## config.mk

```make
export PLATFORM = sky130hd
export DESIGN_NAME = event_input_setpoint_ramp_dwell
export DESIGN_NICKNAME = d
export VERILOG_FILES = /design/src/rtl/esrd_pkg.sv /design/src/rtl/event_input_setpoint_ramp_dwell.sv
export SDC_FILE = /design/constraint.sdc
export NUM_CORES = 1
export LEC_CHECK = 0
export ABC_CLOCK_PERIOD_IN_PS = 7800
export BUFFER_PORTS_ARGS = -buffer_cell sky130_fd_sc_hd__buf_4
export CAP_MARGIN = 20
export CORE_AREA = 2 2 205 358
export CTS_CLUSTER_SIZE = 24
export DETAILED_ROUTE_END_ITERATION = 8
export DIE_AREA = 0 0 207 360
export GPL_TIMING_DRIVEN = 0
export PLACE_DENSITY = 0.49
export SYNTH_ARGS = -nofsm -noshare
export SYNTH_HDL_FRONTEND = slang
export SYNTH_SLANG_ARGS = --single-unit
```

## constraint.sdc

```tcl
create_clock -name sys_clk -period 7.8 [get_ports sys_clk]
set_input_delay 1.56 -clock sys_clk [delete_from_list [all_inputs] [get_ports sys_clk]]
set_output_delay 1.56 -clock sys_clk [all_outputs]
set_load 0.02 [all_outputs]
```

## src/rtl/esrd_pkg.sv

```systemverilog
// Constants and types shared by the event input, set point ramp and dwell block.
package esrd_pkg;
    localparam int DW = 16;
    localparam int AW = 4;
    // Register word addresses.
    localparam logic [3:0] A_CONFIG = 4'h0;
    localparam logic [3:0] A_SP1    = 4'h1;
    localparam logic [3:0] A_SP2    = 4'h2;
    localparam logic [3:0] A_RATE   = 4'h3;
    localparam logic [3:0] A_DWELL  = 4'h4;
    localparam logic [3:0] A_GAIN0  = 4'h5;
    localparam logic [3:0] A_STATUS = 4'hb;
    localparam logic [3:0] A_WORK   = 4'hc;
    localparam logic [15:0] CONFIG_RST = 16'h0000;
    // Configuration field positions.
    localparam int C_FUNC = 0;
    localparam int C_FMT  = 4;
    localparam int C_SRC  = 5;
    localparam int C_A1DW = 7;
    localparam int C_A2DW = 8;
    // Event function codes.
    localparam logic [3:0] F_NONE  = 4'h0;
    localparam logic [3:0] F_SP2   = 4'h1;
    localparam logic [3:0] F_GAIN  = 4'h2;
    localparam logic [3:0] F_BOTH  = 4'h3;
    localparam logic [3:0] F_CLR1  = 4'h4;
    localparam logic [3:0] F_CLR2  = 4'h5;
    localparam logic [3:0] F_CLR12 = 4'h6;
    localparam logic [3:0] F_DIS1  = 4'h7;
    localparam logic [3:0] F_DIS2  = 4'h8;
    localparam logic [3:0] F_DIS12 = 4'h9;
    localparam logic [3:0] F_LOCK  = 4'ha;
    // Set point sources.
    localparam logic [1:0] S_SINGLE = 2'h0;
    localparam logic [1:0] S_DUAL   = 2'h1;
    localparam logic [1:0] S_MIN    = 2'h2;
    localparam logic [1:0] S_HOUR   = 2'h3;
    // Timing.
    localparam int CLK_MHZ = 10;
    localparam int DEBOUNCE_US = 10000;
    localparam int DEBOUNCE_CYCLES = DEBOUNCE_US * CLK_MHZ;
    localparam int MS_US = 1000;
    localparam int MS_CYCLES = MS_US * CLK_MHZ;
    localparam int DWELL_TICK_MS = 6000;
    localparam logic [22:0] MIN_MS  = 23'h00ea60;
    localparam logic [22:0] HOUR_MS = 23'h36ee80;
    typedef enum logic [2:0] {
        DW_IDLE = 3'b001,
        DW_RUN  = 3'b010,
        DW_DONE = 3'b100
    } dwell_e;
endpackage

```

## src/rtl/event_input_setpoint_ramp_dwell.sv

```systemverilog
// Event input decode, second set point, set point ramp and dwell timer.
//
// Chosen here: the address-and-strobe port and the address map.
`timescale 1ns/10ps
module event_input_setpoint_ramp_dwell #(
    parameter int DEBOUNCE_CYC = esrd_pkg::DEBOUNCE_CYCLES,
    parameter int MS_CYC       = esrd_pkg::MS_CYCLES,
    parameter int TICK_MS      = esrd_pkg::DWELL_TICK_MS
) (
    input  wire logic        sys_clk,
    input  wire logic        rst_n,
    input  wire logic        event_in,
    input  wire logic [15:0] process_value,
    input  wire logic [15:0] mv1_computed,
    input  wire logic [15:0] mv2_computed,
    input  wire logic        alarm1_condition,
    input  wire logic        alarm2_condition,
    input  wire logic        tune_done,
    input  wire logic [15:0] tuned_pb,
    input  wire logic [15:0] tuned_ti,
    input  wire logic [15:0] tuned_td,
    input  wire logic [3:0]  addr,
    input  wire logic [15:0] wr_data,
    input  wire logic        wr_en,
    input  wire logic        rd_en,
    output logic      [15:0] rd_data,
    output logic      [15:0] output1_drive_level,
    output logic      [15:0] output2_drive_level,
    output logic             alarm1_out,
    output logic             alarm2_out,
    output logic      [15:0] working_setpoint,
    output logic      [15:0] active_pb,
    output logic      [15:0] active_ti,
    output logic      [15:0] active_td,
    output logic             config_error
);
    localparam int DBW = $clog2(DEBOUNCE_CYC + 1);
    localparam int MSW = $clog2(MS_CYC + 1);
    localparam int TKW = $clog2(TICK_MS + 1);

    // Counters below one cycle or with no width cannot work.
    if (DEBOUNCE_CYC < 2 || MS_CYC < 2 || TICK_MS < 2) begin : g_chk
        $error("Timing parameters must be at least 2.");
    end

    // Register state.
    logic [15:0] config_r;
    logic [15:0] sp1_r;
    logic [15:0] sp2_r;
    logic [15:0] rate_r;
    logic [15:0] dwell_r;
    logic [15:0] gain_r [0:5];
    logic        rej_r;

    // Three-stage synchroniser and debounce for the event pin.
    logic           ev_s1_r;
    logic           ev_s2_r;
    logic           ev_s3_r;
    logic           ev_r;
    logic [DBW-1:0] db_cnt_r;
    wire            db_diff = (ev_s2_r == ev_s3_r) && (ev_s3_r != ev_r);

    always_ff @(posedge sys_clk) begin
        if (!rst_n) begin
            ev_s1_r  <= 1'b0;
            ev_s2_r  <= 1'b0;
            ev_s3_r  <= 1'b0;
            ev_r     <= 1'b0;
            db_cnt_r <= '0;
        end else begin
            ev_s1_r <= event_in;
            ev_s2_r <= ev_s1_r;
            ev_s3_r <= ev_s2_r;
            if (!db_diff) begin
                db_cnt_r <= '0;
            end else if (db_cnt_r == DBW'(DEBOUNCE_CYC - 1)) begin
                ev_r     <= ev_s3_r;
                db_cnt_r <= '0;
            end else begin
                db_cnt_r <= db_cnt_r + 1'b1;
            end
        end
    end

    // Event function decode; unknown codes behave as no function.
    wire [3:0] func  = config_r[esrd_pkg::C_FUNC +: 4];
    wire       fmt   = config_r[esrd_pkg::C_FMT];
    wire [1:0] src   = config_r[esrd_pkg::C_SRC +: 2];
    wire       a1dw  = config_r[esrd_pkg::C_A1DW];
    wire       a2dw  = config_r[esrd_pkg::C_A2DW];

    function automatic logic ev_is(input logic [3:0] f, input logic [3:0] a,
                                   input logic [3:0] b);
        ev_is = (f == a) || (f == b);
    endfunction

    wire alt_sp   = ev_r && ev_is(func, esrd_pkg::F_SP2, esrd_pkg::F_BOTH)
                    && (src != esrd_pkg::S_SINGLE);
    wire alt_gain = ev_r && ev_is(func, esrd_pkg::F_GAIN, esrd_pkg::F_BOTH);
    wire clr1     = ev_r && ev_is(func, esrd_pkg::F_CLR1, esrd_pkg::F_CLR12);
    wire clr2     = ev_r && ev_is(func, esrd_pkg::F_CLR2, esrd_pkg::F_CLR12);
    wire dis1     = ev_r && ev_is(func, esrd_pkg::F_DIS1, esrd_pkg::F_DIS12);
    wire dis2     = ev_r && ev_is(func, esrd_pkg::F_DIS2, esrd_pkg::F_DIS12);
    wire locked   = ev_r && (func == esrd_pkg::F_LOCK);
    wire wr_ok    = wr_en && !locked;

    // Second set point: absolute or offset from the primary.
    wire [15:0] sp2_eff = fmt ? 16'(sp1_r + sp2_r) : sp2_r;
    wire [15:0] target  = alt_sp ? sp2_eff : sp1_r;

    // Register writes; a locked write is dropped and remembered.
    always_ff @(posedge sys_clk) begin
        if (!rst_n) begin
            config_r <= esrd_pkg::CONFIG_RST;
            sp1_r    <= '0;
            sp2_r    <= '0;
            rate_r   <= '0;
            dwell_r  <= '0;
            rej_r    <= 1'b0;
        end else begin
            if (wr_ok && addr == esrd_pkg::A_CONFIG) config_r <= wr_data;
            if (wr_ok && addr == esrd_pkg::A_SP1) sp1_r <= wr_data;
            if (wr_ok && addr == esrd_pkg::A_SP2) sp2_r <= wr_data;
            if (wr_ok && addr == esrd_pkg::A_RATE) rate_r <= wr_data;
            if (wr_ok && addr == esrd_pkg::A_DWELL) dwell_r <= wr_data;
            // A new rejection beats a status read in the same cycle.
            if (wr_en && locked) rej_r <= 1'b1;
            else if (rd_en && addr == esrd_pkg::A_STATUS) rej_r <= 1'b0;
        end
    end

    // Gain sets; a finished tune overrides a bus write to the same set.
    wire [15:0] tuned_w [0:2];
    assign tuned_w[0] = tuned_pb;
    assign tuned_w[1] = tuned_ti;
    assign tuned_w[2] = tuned_td;

    for (genvar i = 0; i < 6; i++) begin : g_gain
        wire tune_hit = tune_done && ((i >= 3) == alt_gain);
        always_ff @(posedge sys_clk) begin
            if (!rst_n) begin
                gain_r[i] <= '0;
            end else if (tune_hit) begin
                gain_r[i] <= tuned_w[i % 3];
            end else if (wr_ok && addr == 4'(esrd_pkg::A_GAIN0 + i)) begin
                gain_r[i] <= wr_data;
            end
        end
    end

    // Millisecond tick shared by ramp and dwell.
    logic [MSW-1:0] ms_cnt_r;
    wire            ms_tick = (ms_cnt_r == MSW'(MS_CYC - 1));

    always_ff @(posedge sys_clk) begin
        if (!rst_n) ms_cnt_r <= '0;
        else ms_cnt_r <= ms_tick ? '0 : ms_cnt_r + 1'b1;
    end

    // Ramp: one count per accumulator overflow, so rates above one
    // count per millisecond are capped there.
    logic [15:0] ramp_r;
    logic [22:0] acc_r;
    logic [15:0] tgt_prev_r;
    logic        init_r;
    wire         ramp_src = (src == esrd_pkg::S_MIN) || (src == esrd_pkg::S_HOUR);
    wire         ramp_on  = ramp_src && (rate_r != '0);
    wire [22:0]  div      = (src == esrd_pkg::S_HOUR) ? esrd_pkg::HOUR_MS
                                                      : esrd_pkg::MIN_MS;
    wire [22:0]  acc_sum  = acc_r + {7'h00, rate_r};
    wire         step     = acc_sum >= div;
    wire         reload   = init_r || (target != tgt_prev_r)
                            || (wr_ok && addr == esrd_pkg::A_RATE);

    always_ff @(posedge sys_clk) begin
        if (!rst_n) begin
            ramp_r     <= '0;
            acc_r      <= '0;
            tgt_prev_r <= '0;
            init_r     <= 1'b1;
        end else begin
            tgt_prev_r <= target;
            init_r     <= 1'b0;
            if (reload) begin
                ramp_r <= process_value;
                acc_r  <= '0;
            end else if (ramp_on && ms_tick) begin
                acc_r <= step ? acc_sum - div : acc_sum;
                if (step && ramp_r < target) ramp_r <= ramp_r + 1'b1;
                else if (step && ramp_r > target) ramp_r <= ramp_r - 1'b1;
            end
        end
    end

    wire [15:0] work = ramp_on ? ramp_r : target;

    // Dwell timer; alarm 1 owns it when both channels ask for it.
    esrd_pkg::dwell_e dw_state_r;
    logic [TKW-1:0]   tk_cnt_r;
    logic [15:0]      dw_cnt_r;
    logic             above_r;
    wire              dw_en    = a1dw || a2dw;
    wire              dw_clr   = a1dw ? clr1 : clr2;
    wire              reached  = (process_value == work)
                                 || ((process_value > work) != above_r);
    wire              tenth    = ms_tick && (tk_cnt_r == TKW'(TICK_MS - 1));
    wire              dw_done  = (dw_state_r == esrd_pkg::DW_DONE);

    always_ff @(posedge sys_clk) begin
        if (!rst_n) begin
            dw_state_r <= esrd_pkg::DW_IDLE;
            tk_cnt_r   <= '0;
            dw_cnt_r   <= '0;
            above_r    <= 1'b0;
        end else begin
            above_r <= process_value > work;
            if (ms_tick) tk_cnt_r <= tenth ? '0 : tk_cnt_r + 1'b1;
            case (dw_state_r)
                esrd_pkg::DW_IDLE: begin
                    dw_cnt_r <= '0;
                    if (dw_en && !dw_clr && reached) begin
                        dw_state_r <= esrd_pkg::DW_RUN;
                    end
                end
                esrd_pkg::DW_RUN: begin
                    if (!dw_en || dw_clr) begin
                        dw_state_r <= esrd_pkg::DW_IDLE;
                    end else if (dw_cnt_r >= dwell_r) begin
                        dw_state_r <= esrd_pkg::DW_DONE;
                    end else if (tenth) begin
                        dw_cnt_r <= dw_cnt_r + 1'b1;
                    end
                end
                esrd_pkg::DW_DONE: begin
                    if (!dw_en || dw_clr) dw_state_r <= esrd_pkg::DW_IDLE;
                end
                default: dw_state_r <= esrd_pkg::DW_IDLE;
            endcase
        end
    end

    // Alarms latch; a held reset wins, and a persisting cause
    // sets the alarm again the cycle after release.
    wire set1 = a1dw ? dw_done : alarm1_condition;
    wire set2 = a2dw ? (dw_done && !a1dw) : alarm2_condition;

    always_ff @(posedge sys_clk) begin
        if (!rst_n) begin
            alarm1_out <= 1'b0;
            alarm2_out <= 1'b0;
            config_error <= 1'b0;
        end else begin
            alarm1_out   <= !clr1 && (alarm1_out || set1);
            alarm2_out   <= !clr2 && (alarm2_out || set2);
            config_error <= a1dw && a2dw;
        end
    end

    // Outputs to the drive stage and the controller core.
    always_ff @(posedge sys_clk) begin
        if (!rst_n) begin
            output1_drive_level <= '0;
            output2_drive_level <= '0;
            working_setpoint    <= '0;
            active_pb           <= '0;
            active_ti           <= '0;
            active_td           <= '0;
        end else begin
            output1_drive_level <= dis1 ? '0 : mv1_computed;
            output2_drive_level <= dis2 ? '0 : mv2_computed;
            working_setpoint    <= work;
            active_pb           <= alt_gain ? gain_r[3] : gain_r[0];
            active_ti           <= alt_gain ? gain_r[4] : gain_r[1];
            active_td           <= alt_gain ? gain_r[5] : gain_r[2];
        end
    end

    // Read path; data stand for exactly the cycle after the strobe.
    wire [15:0] status = {7'h00, alt_gain, ramp_on, rej_r, locked,
                          dw_state_r == esrd_pkg::DW_RUN, config_error,
                          alarm2_out, alarm1_out, ev_r};
    logic [15:0] rd_mux;

    always_comb begin
        case (addr)
            esrd_pkg::A_CONFIG: rd_mux = config_r;
            esrd_pkg::A_SP1:    rd_mux = sp1_r;
            esrd_pkg::A_SP2:    rd_mux = sp2_r;
            esrd_pkg::A_RATE:   rd_mux = rate_r;
            esrd_pkg::A_DWELL:  rd_mux = dwell_r;
            esrd_pkg::A_STATUS: rd_mux = status;
            esrd_pkg::A_WORK:   rd_mux = work;
            default: begin
                if (addr >= esrd_pkg::A_GAIN0 && addr < esrd_pkg::A_STATUS) begin
                    rd_mux = gain_r[3'(addr - esrd_pkg::A_GAIN0)];
                end else begin
                    rd_mux = '0;
                end
            end
        endcase
    end

    always_ff @(posedge sys_clk) begin
        if (!rst_n) rd_data <= '0;
        else rd_data <= rd_en ? rd_mux : '0;
    end
endmodule

```

# After elaboration in Yosys (flattened, before gate mapping)
# Memories as Yosys holds them, arrays and structs flattened.
# Cells that the tools add are included.
[word_totals]
inputBits = 124
reg_bits = 320
memories = 1
ram_bits = 96
elab_cells = 250
[memory_table]
columns = ["memory", "depth", "width", "rd", "rd_clocked_by_memory_dff", "write_ports", "line", "source"]
rows = [
  ["gain_r", 6, 16, 7, 0, 6, "event_input_setpoint_ramp_dwell.sv:52", "logic [15:0] gain_r [0:5];"],
]
[op_classes]
reduce_logical = 74
n_eq_ne = 41
bitwise = 15
muxes = 72
magnitude_cmp = 7
addsub = 10
[ops]
columns = ["operator", "n"]
rows = [
  ["2-to-1 mux 16 bit", 26],
  ["one-hot mux 16 bit (7 select lines)", 1],
  ["logical AND 1 bit", 37],
  ["2-to-1 mux 1 bit", 36],
  ["adder 16 x 1 -> 16 bit, second input constant", 2],
  ["equality test 4 x 3 -> 1 bit, second input constant", 8],
  ["equality test 4 bit, second input constant", 8],
  ["greater-than comparator 16 bit", 2],
  ["one-hot mux 16 bit (2 select lines)", 1],
  ["adder 23 x 16 -> 23 bit", 1],
  ["greater-or-equal comparator 23 x 22 -> 1 bit", 1],
  ["2-to-1 mux 23 bit", 1],
  ["subtractor 23 x 22 -> 23 bit", 1],
  ["2-to-1 mux 22 bit", 1],
  ["adder 17 x 1 -> 17 bit, second input constant", 1],
  ["equality test 17 bit, second input constant", 1],
  ["adder 16 bit", 1],
  ["equality test 16 bit", 1],
  ["equality test 4 x 2 -> 1 bit, second input constant", 4],
  ["greater-or-equal comparator 16 bit", 1],
  ["< comparator 16 bit", 1],
  ["!= test 16 bit", 1],
  ["nonzero test 16 bit", 1],
  ["subtractor 16 x 1 -> 16 bit, second input constant", 1],
  ["32 further kinds", 80],
]

# Longest topological paths before layout
# Gate-level depths: netlist of the first run.
[depth]
depth_word = 12
ltp_mapped = 31
ltp_nobuf = 30

# Least setup slack after synthesis of the first run
# No wires, ideal clock.
[synth_timing]
path_type = "register to register"
from = "register rate_r[4]"
to = "register ramp_r[15]"
path_buffers = 1
required_ns = 7.676
period_less_slack_ns = 6.608
arrival_time_ns = 6.484
stages_incl_launch_ff = 28
setup_slack_ns = 1.192
cell_sequence = "dfxtp_1 ha_1 and3_1 a221oi_2 a211oi_1 o21a_1 o21a_1 o21ai_0 xnor2_1 ha_1 and4b_1 a2111oi_4 o21ai_1 a21o_1 clkbuf_1 nand2_1 ha_1 a21o_1 a21oi_1 o21ai_0 o41ai_1 o211ai_1 o211ai_1 o21ai_0 xor2_1 nor4_1 xnor2_1 o22ai_1"
[synth_between]
elab_chain_len = 6
[synth_lines]
columns = ["element", "line", "source"]
rows = [
  ["from (decl)", "event_input_setpoint_ramp_dwell.sv:50", "logic [15:0] rate_r;"],
  ["from (signal assigned)", "event_input_setpoint_ramp_dwell.sv:124", "if (wr_ok && addr == esrd_pkg::A_RATE) rate_r <= wr_data;"],
  ["adder 23 x 16 -> 23 bit", "event_input_setpoint_ramp_dwell.sv:170", "wire [22:0] acc_sum = acc_r + {7'h00, rate_r};"],
  ["greater-or-equal comparator 23 x 22 -> 1 bit", "event_input_setpoint_ramp_dwell.sv:171", "wire step = acc_sum >= div;"],
  ["logical AND 1 bit", "event_input_setpoint_ramp_dwell.sv:189", "if (step && ramp_r < target) ramp_r <= ramp_r + 1'b1;"],
  ["2-to-1 mux 16 bit", "event_input_setpoint_ramp_dwell.sv:189", ""],
  ["2-to-1 mux 16 bit", "event_input_setpoint_ramp_dwell.sv:187", "end else if (ramp_on && ms_tick) begin"],
  ["2-to-1 mux 16 bit", "event_input_setpoint_ramp_dwell.sv:184", "if (reload) begin"],
  ["to (signal assigned)", "event_input_setpoint_ramp_dwell.sv:185", "ramp_r <= process_value;"],
  ["to (signal assigned)", "event_input_setpoint_ramp_dwell.sv:189", ""],
  ["to (signal assigned)", "event_input_setpoint_ramp_dwell.sv:190", "else if (step && ramp_r > target) ramp_r <= ramp_r - 1'b1;"],
  ["to (decl)", "event_input_setpoint_ramp_dwell.sv:162", "logic [15:0] ramp_r;"],
]
# Several ways; a longest one is shown, not always the timed one. The select of a mux whose other input is x is not followed.
# A chain may end at the register's enable or synchronous reset.

# Final worst setup path of the first run
[layout_timing]
from = "register rate_r[0]"
to = "register ramp_r[14]"
# The elaborated chain is that of the path after synthesis.

==> results.yml, run 1 <==
cts:
  clk_latency_ns: 0.61
  clock-sinks: 416
  cts_buffer_depth: 3
  root_buffer: "clkbuf_16"
  htree_levels: 2
  cts_buffers: 43
  cts_hold_buf: 0
  cts_tree: "yes"
  clkSlewWorstSetupHoldPaths_ns: 0.07
die:
  fp.dieArea_um2: 74500
  rows: 130
  io_pins: 239
  core_um2: 71600
  fp.dieH_um: 360
  start_util: 0.307
  die_x_um: 207
routing:
  wl_per_cell_um: 24.4
  routed_via_density: 5.46
  via_count: 20400
  finalWirelength_mm: 91.5
  drt_iter0_drc: 1545
  drc_errors: 0
  drt-pass1-iter-count: 9
  ant_nets: 0
worst_setup_path:
  start_kind: "flop"
  end_kind: "flop"
  worstPathMaxFanout: 16
  cp_data_arrival_time_ns: 7.74
  worstSetupPathType: "flop to flop"
  required_ns: 8.28
logic_synthesis:
  synthFlopType: "dfxtp_1"
  synth.most_common_cell: "nand2_1"
  yosys_warnings: 0
  synth_top_area_cell: "dfxtp_1"
  synth_area_leaders: "dfxtp_1 29%, edfxtp_1 13%, nand2_1 7.0%"
  synth_fp_nets: 2728
  synth_top_area_frac: 0.291
  synth_edf_count: 96
  synthDistinctLibCells: 85
  yosys-top-cells-count: "412 x nand2_1, 320 x dfxtp_1, 245 x a21oi_1"
  ys_seq_elements: 416
  synthCells: 2491
  syn-cell-area_um2: 22000
  ys_seq_area_frac: 0.422
  async_flop_share: 0
  synth_area_per_cell_um2: 8.83
final_layout:
  final_cells: 3744
  top_regs: "gain_r x96, acc_r x23, db_cnt_r x17"
  drive_above_1_share: 0.135
  area.growth.synth_to_final_pct: 20.5
  largest_reg_flops: 96
  regMostFlops: "gain_r"
  nets: 3019
sta:
  finalCritPeriodShare: 0.931
  max_freq_ghz: 0.138
  finalWorstSetupSlack_ns: 0.536
  drv_slew: 0
  slew_headroom: 0.207
  grt_setup_unrepaired: "false"
  worst_slew_pin_slew_ns: 1.19
  setup_tns_ns: 0
  timing_hold_violations_final: 0
  fin_crit_ns: 7.26
  skew_ns: 0.0209
  finalSetupViolations: 0
  whs_ns: 0.453
run:
  cap_viol_max_count: 0
placed_design:
  place.gp.congestion: 0.960
  dp_cells: 3657
  dpl.hpwl_mm: 72.2
  post-place-ws_ns: -0.974
  port_buffers: 236
global_routing:
  antenna_found_initial: 4
  gr-total-overflow: 0
  grt_pass1_wl_mm: 133
  grt_max_degree: 17
  grt_util_all_layers: 0.240
  grt_pass1_vias: 20600
power_and_ir_drop:
  total_power_w: 0.00507
  power.internal_w: 0.00369
  pwr-share-seq: 0.460
  p_clk_frac: 0.420
  p_comb_frac: 0.120
  p_per_area_nw_per_um2: 191
  swShare: 0.271
  p_leak_nw: 10.0
  ir_drop_uv: 132
  power.switching_w: 0.00137
hold_path:
  hp-class: "flop to flop"
run_status:
  status: "finished, final reports clean"
## critical path, cell delays in order (launching register included)
cell and delay (ns):
dfxtp_1 0.38, ha_1 0.25, fa_1 0.42, a211oi_2 0.42
o2111ai_1 0.30, a21oi_2 0.34, o31ai_4 0.15, nand3_1 0.14
xnor2_1 0.15, ha_1 0.34, and4b_1 0.24, a2111oi_4 0.54
o21ai_2 0.17, a21o_2 0.33, clkbuf_4 0.26, nand2_4 0.23
ha_1 0.29, nor2b_1 0.16, o21ai_0 0.21, a21boi_0 0.15
o21a_1 0.20, o21ai_0 0.30, a21oi_1 0.17, nor3_1 0.33
nor2_1 0.12, a41o_1 0.25, o21ai_0 0.18, a31oi_1 0.10
## path summary, 6_finish.rpt
path	from	endpoint	slack, ns	cells after the start
max	rate_r[0]	ramp_r[14]	0.54	27
min	db_cnt_r[0]	db_cnt_r[0]	0.45	1
max reg2reg	rate_r[0]	ramp_r[14]	0.54	27
min reg2reg	db_cnt_r[0]	db_cnt_r[0]	0.45	1
## logic make-up (layout without fill, tap and decap cells)
kind of cell	Yosys count	count (layout)	synth area share
adders and majority gates	113	113	0.0657
other	0	3	0
xor gates and xnor gates	109	109	0.0437
buffers and inverters	233	559	0.0422
and+or+nand+nor	907	907	0.189
muxes	51	51	0.0331
AOI/OAI and AO/OA	662	662	0.204
DFF	416	416	0.422
## per-layer routing
layer	vias up	track usage	share of wire
li1	9529	-	-
met4	6	0.155	0.074
met3	279	0.0424	0.064
met2	851	0.439	0.51
met5	-	0	0.00034
met1	9771	0.250	0.35
## per-stage QoR
step	util	area, µm²
after floorplan	-	22000
after global placement	0.348	24900
after detailed placement	0.349	25000
after CTS	0.369	26400
after global routing	0.370	26500
final	0.370	26500
## layout make-up
| class | instances | area (µm²) |
|---|---|---|
| antenna | 3 | 7.51 |
| buffer | 149 | 617 |
| clock buffer | 63 | 1240 |
| clock inverter | 17 | 154 |
| fill | 7369 | 45100 |
| inverter | 84 | 315 |
| multi-input combinational | 1842 | 11800 |
| sequential | 416 | 9290 |
| tap | 924 | 1160 |
| timing repair buffer | 246 | 1900 |
## layout by cell type (no fill, tap or decap), types with 17 or more instances in the layout
cell type,count
a31oi_1,17
dfxtp_1,320
nand2_1,411
nor3_1,33
buf_4,243
o211ai_1,27
xnor2_1,56
o21a_1,19
nand2b_1,25
nor2b_1,26
nand3_1,53
mux2i_1,30
a22oi_1,28
edfxtp_1,96
inv_1,84
clkbuf_1,143
a21oi_1,242
clkbuf_16,44
or3_1,27
nand4_1,23
o21ai_0,81
and2_1,51
xor2_1,52
ha_1,109
and3_1,26
nor2_1,179
a22o_1,98
## repair_timing
item / 4_1_cts / 5_1_grt
gates resized for setup: 4 / 11
setup endpoints to repair: 8 / 8
buffers inserted: 2 / 0
pin swaps: 1 / 0
endpoints found under the hold margin: 0 / 0
## power by group through the flow
stage	sequential, W	combinational, W	clock, W
after floorplan	0.00239	0.000306	0
after global placement	0.00238	0.000582	0
after detailed placement	0.00238	0.000592	0
after CTS	0.00233	0.000602	0.00217
after global routing	0.00234	0.000653	0.00225
final	0.00233	0.000606	0.00213
(Power assumes the default switching activity.)
==> inputs of run 2 (changes only) <==
- ABC_CLOCK_PERIOD_IN_PS: 7800 -> 7750
- CORE_AREA: 2 2 205 358 -> 2 2 162 283
- DIE_AREA: 0 0 207 360 -> 0 0 164 285
- PLACE_DENSITY: 0.49 -> 0.71
- clock period: 7.8 -> 7.75 ns (I/O delays scaled with it)
==> results.yml, run 2 (synthesis gave the netlist of run 1 again) <==
die:
  core_um2: 44700
  die_x_um: 164
  fp.dieH_um: 285
  io_pins: 239
  rows: 103
  start_util: 0.492
  fp.dieArea_um2: 46700
global_routing:
  grt_max_degree: 17
  grt_pass1_wl_mm: 124
  grt_util_all_layers: 0.354
  antenna_found_initial: 1
  gr-total-overflow: 0
  grt_pass1_vias: 21200
worst_setup_path:
  cp_data_arrival_time_ns: 7.84
  worstPathMaxFanout: 16
  r2r_cells: 29
  cp_slowest_stage_delay_ns: 0.49
  worstSetupPathType: "flop to flop"
  rr_startpoint: "config_r[3]"
  r2r-end: "ramp_r[15]"
  crit_slowest_cell: "dfxtp_1"
  start_kind: "flop"
  end_kind: "flop"
  required_ns: 8.20
  regToRegSetupSlack_ns: 0.36
placed_design:
  post-place-ws_ns: -0.703
  dp_cells: 3306
  port_buffers: 236
  dpl.hpwl_mm: 65.2
  place.gp.congestion: 1.02
final_layout:
  largest_reg_flops: 96
  final_cells: 3388
  drive_above_1_share: 0.135
  final_common_cell: "nand2_1"
  area.growth.synth_to_final_pct: 18.3
  regMostFlops: "gain_r"
  top_regs: "gain_r x96, acc_r x23, db_cnt_r x17"
  final_cell_mix: "411 x nand2_1, 320 x dfxtp_1, 245 x a21oi_1"
  fillCellCount: 4027
  nets: 3013
sta:
  max_freq_ghz: 0.135
  timing_hold_violations_final: 0
  drv_slew: 0
  worst_slew_pin_slew_ns: 1.14
  fin_crit_ns: 7.39
  finalWorstSetupSlack_ns: 0.365
  skew_ns: 0.0305
  finalCritPeriodShare: 0.953
  finalSetupViolations: 0
  setup_tns_ns: 0
  slew_headroom: 0.240
cts:
  clkSlewWorstSetupHoldPaths_ns: 0.07
  clk_latency_ns: 0.57
  root_buffer: "clkbuf_16"
  cts_buffer_depth: 3
  htree_levels: 2
  cts_tree: "yes"
  clock-sinks: 416
  cts_buffers: 41
hold_path:
  hold_start: "db_cnt_r[0]"
  whs_path_depth: 1
  hp-class: "flop to flop"
  hold_end: "db_cnt_r[0]"
routing:
  finalWirelength_mm: 84.1
  routed_via_density: 6.21
  ant_nets: 0
  drt-pass1-iter-count: 8
  drc_errors: 0
  via_count: 21000
  drt_iter0_drc: 2007
  wl_per_cell_um: 24.8
power_and_ir_drop:
  ir_drop_uv: 198
  p_per_area_nw_per_um2: 196
  total_power_w: 0.00509
  p_leak_nw: 9.98
run_status:
  status: "finished, final reports clean"
run:
  cap_viol_max_count: 0
run 2: worst max path at each step:
stage           startpoint    endpoint  slack, ns  depth (start not counted)
2_1_floorplan    rate_r[4]  ramp_r[15]       1.14                         27
3_3_place_gp    rate_r[11]  ramp_r[15]      -0.64                         27
3_5_place_dp     rate_r[4]  ramp_r[15]      -0.70                         27
4_1_cts        config_r[3]  ramp_r[15]       0.01                         28
5_1_grt          rate_r[4]  ramp_r[15]     -0.009                         30
6_report       config_r[3]  ramp_r[15]       0.36                         29
run 2: power by group:
part | internal (W) | switching, W
clock | 0.00119 | 0.000950
sequential | 0.00229 | 0.0000573
combinational | 0.000238 | 0.000362
total | 0.00372 | 0.00137
run 2: routing by layer:
metal  track usage  wire, µm  vias to the layer above
li1              -         -                     9489
met1         0.351     27800                    10100
met2         0.633     42100                     1074
met3        0.0595      5550                      410
met4         0.300      8690                        0
met5             0         0                        -
run 2: per-stage QoR:
stage / instance area (µm²) / util / hold slack [ns]
after floorplan: 22000 / - / 0.412
after global placement: 24500 / 0.548 / 0.430
after detailed placement: 24500 / 0.548 / 0.436
final: 26000 / 0.582 / 0.447
after CTS: 25900 / 0.580 / 0.449
after global routing: 26000 / 0.582 / 0.481
run 2: final cells by class:
type | instances | area [µm²] | share of cell area
diodes | 2 | 5.00 | 0.000192
plain buffers | 149 | 621 | 0.0239
clock buffers | 58 | 1230 | 0.0472
clock inverters | 18 | 201 | 0.00774
inverters | 84 | 315 | 0.0121
multi-input cells | 1842 | 11800 | 0.454
flip-flops and latches | 416 | 9290 | 0.357
well taps | 577 | 722 | 0.0277
repair buffers | 242 | 1830 | 0.0704
run 2: what timing repair did:
| item | CTS | global route |
|---|---|---|
| endpoints found under the setup margin | 7 | 6 |
| pin swaps | 0 | 1 |
| hold buffers | 0 | 0 |
| setup buffers | 0 | 2 |
| resized for setup | 5 | 10 |
run 2: worst max-delay path, delay by kind of cell, from the launching register on:
family	cells	cell delay, ns
adders and majority gates	2	0.67
buffers and inverters	4	1.21
AOI/OAI and AO/OA	14	3.40
xor gates and xnor gates	2	0.32
DFF	1	0.49
and+or+nand+nor	7	1.12
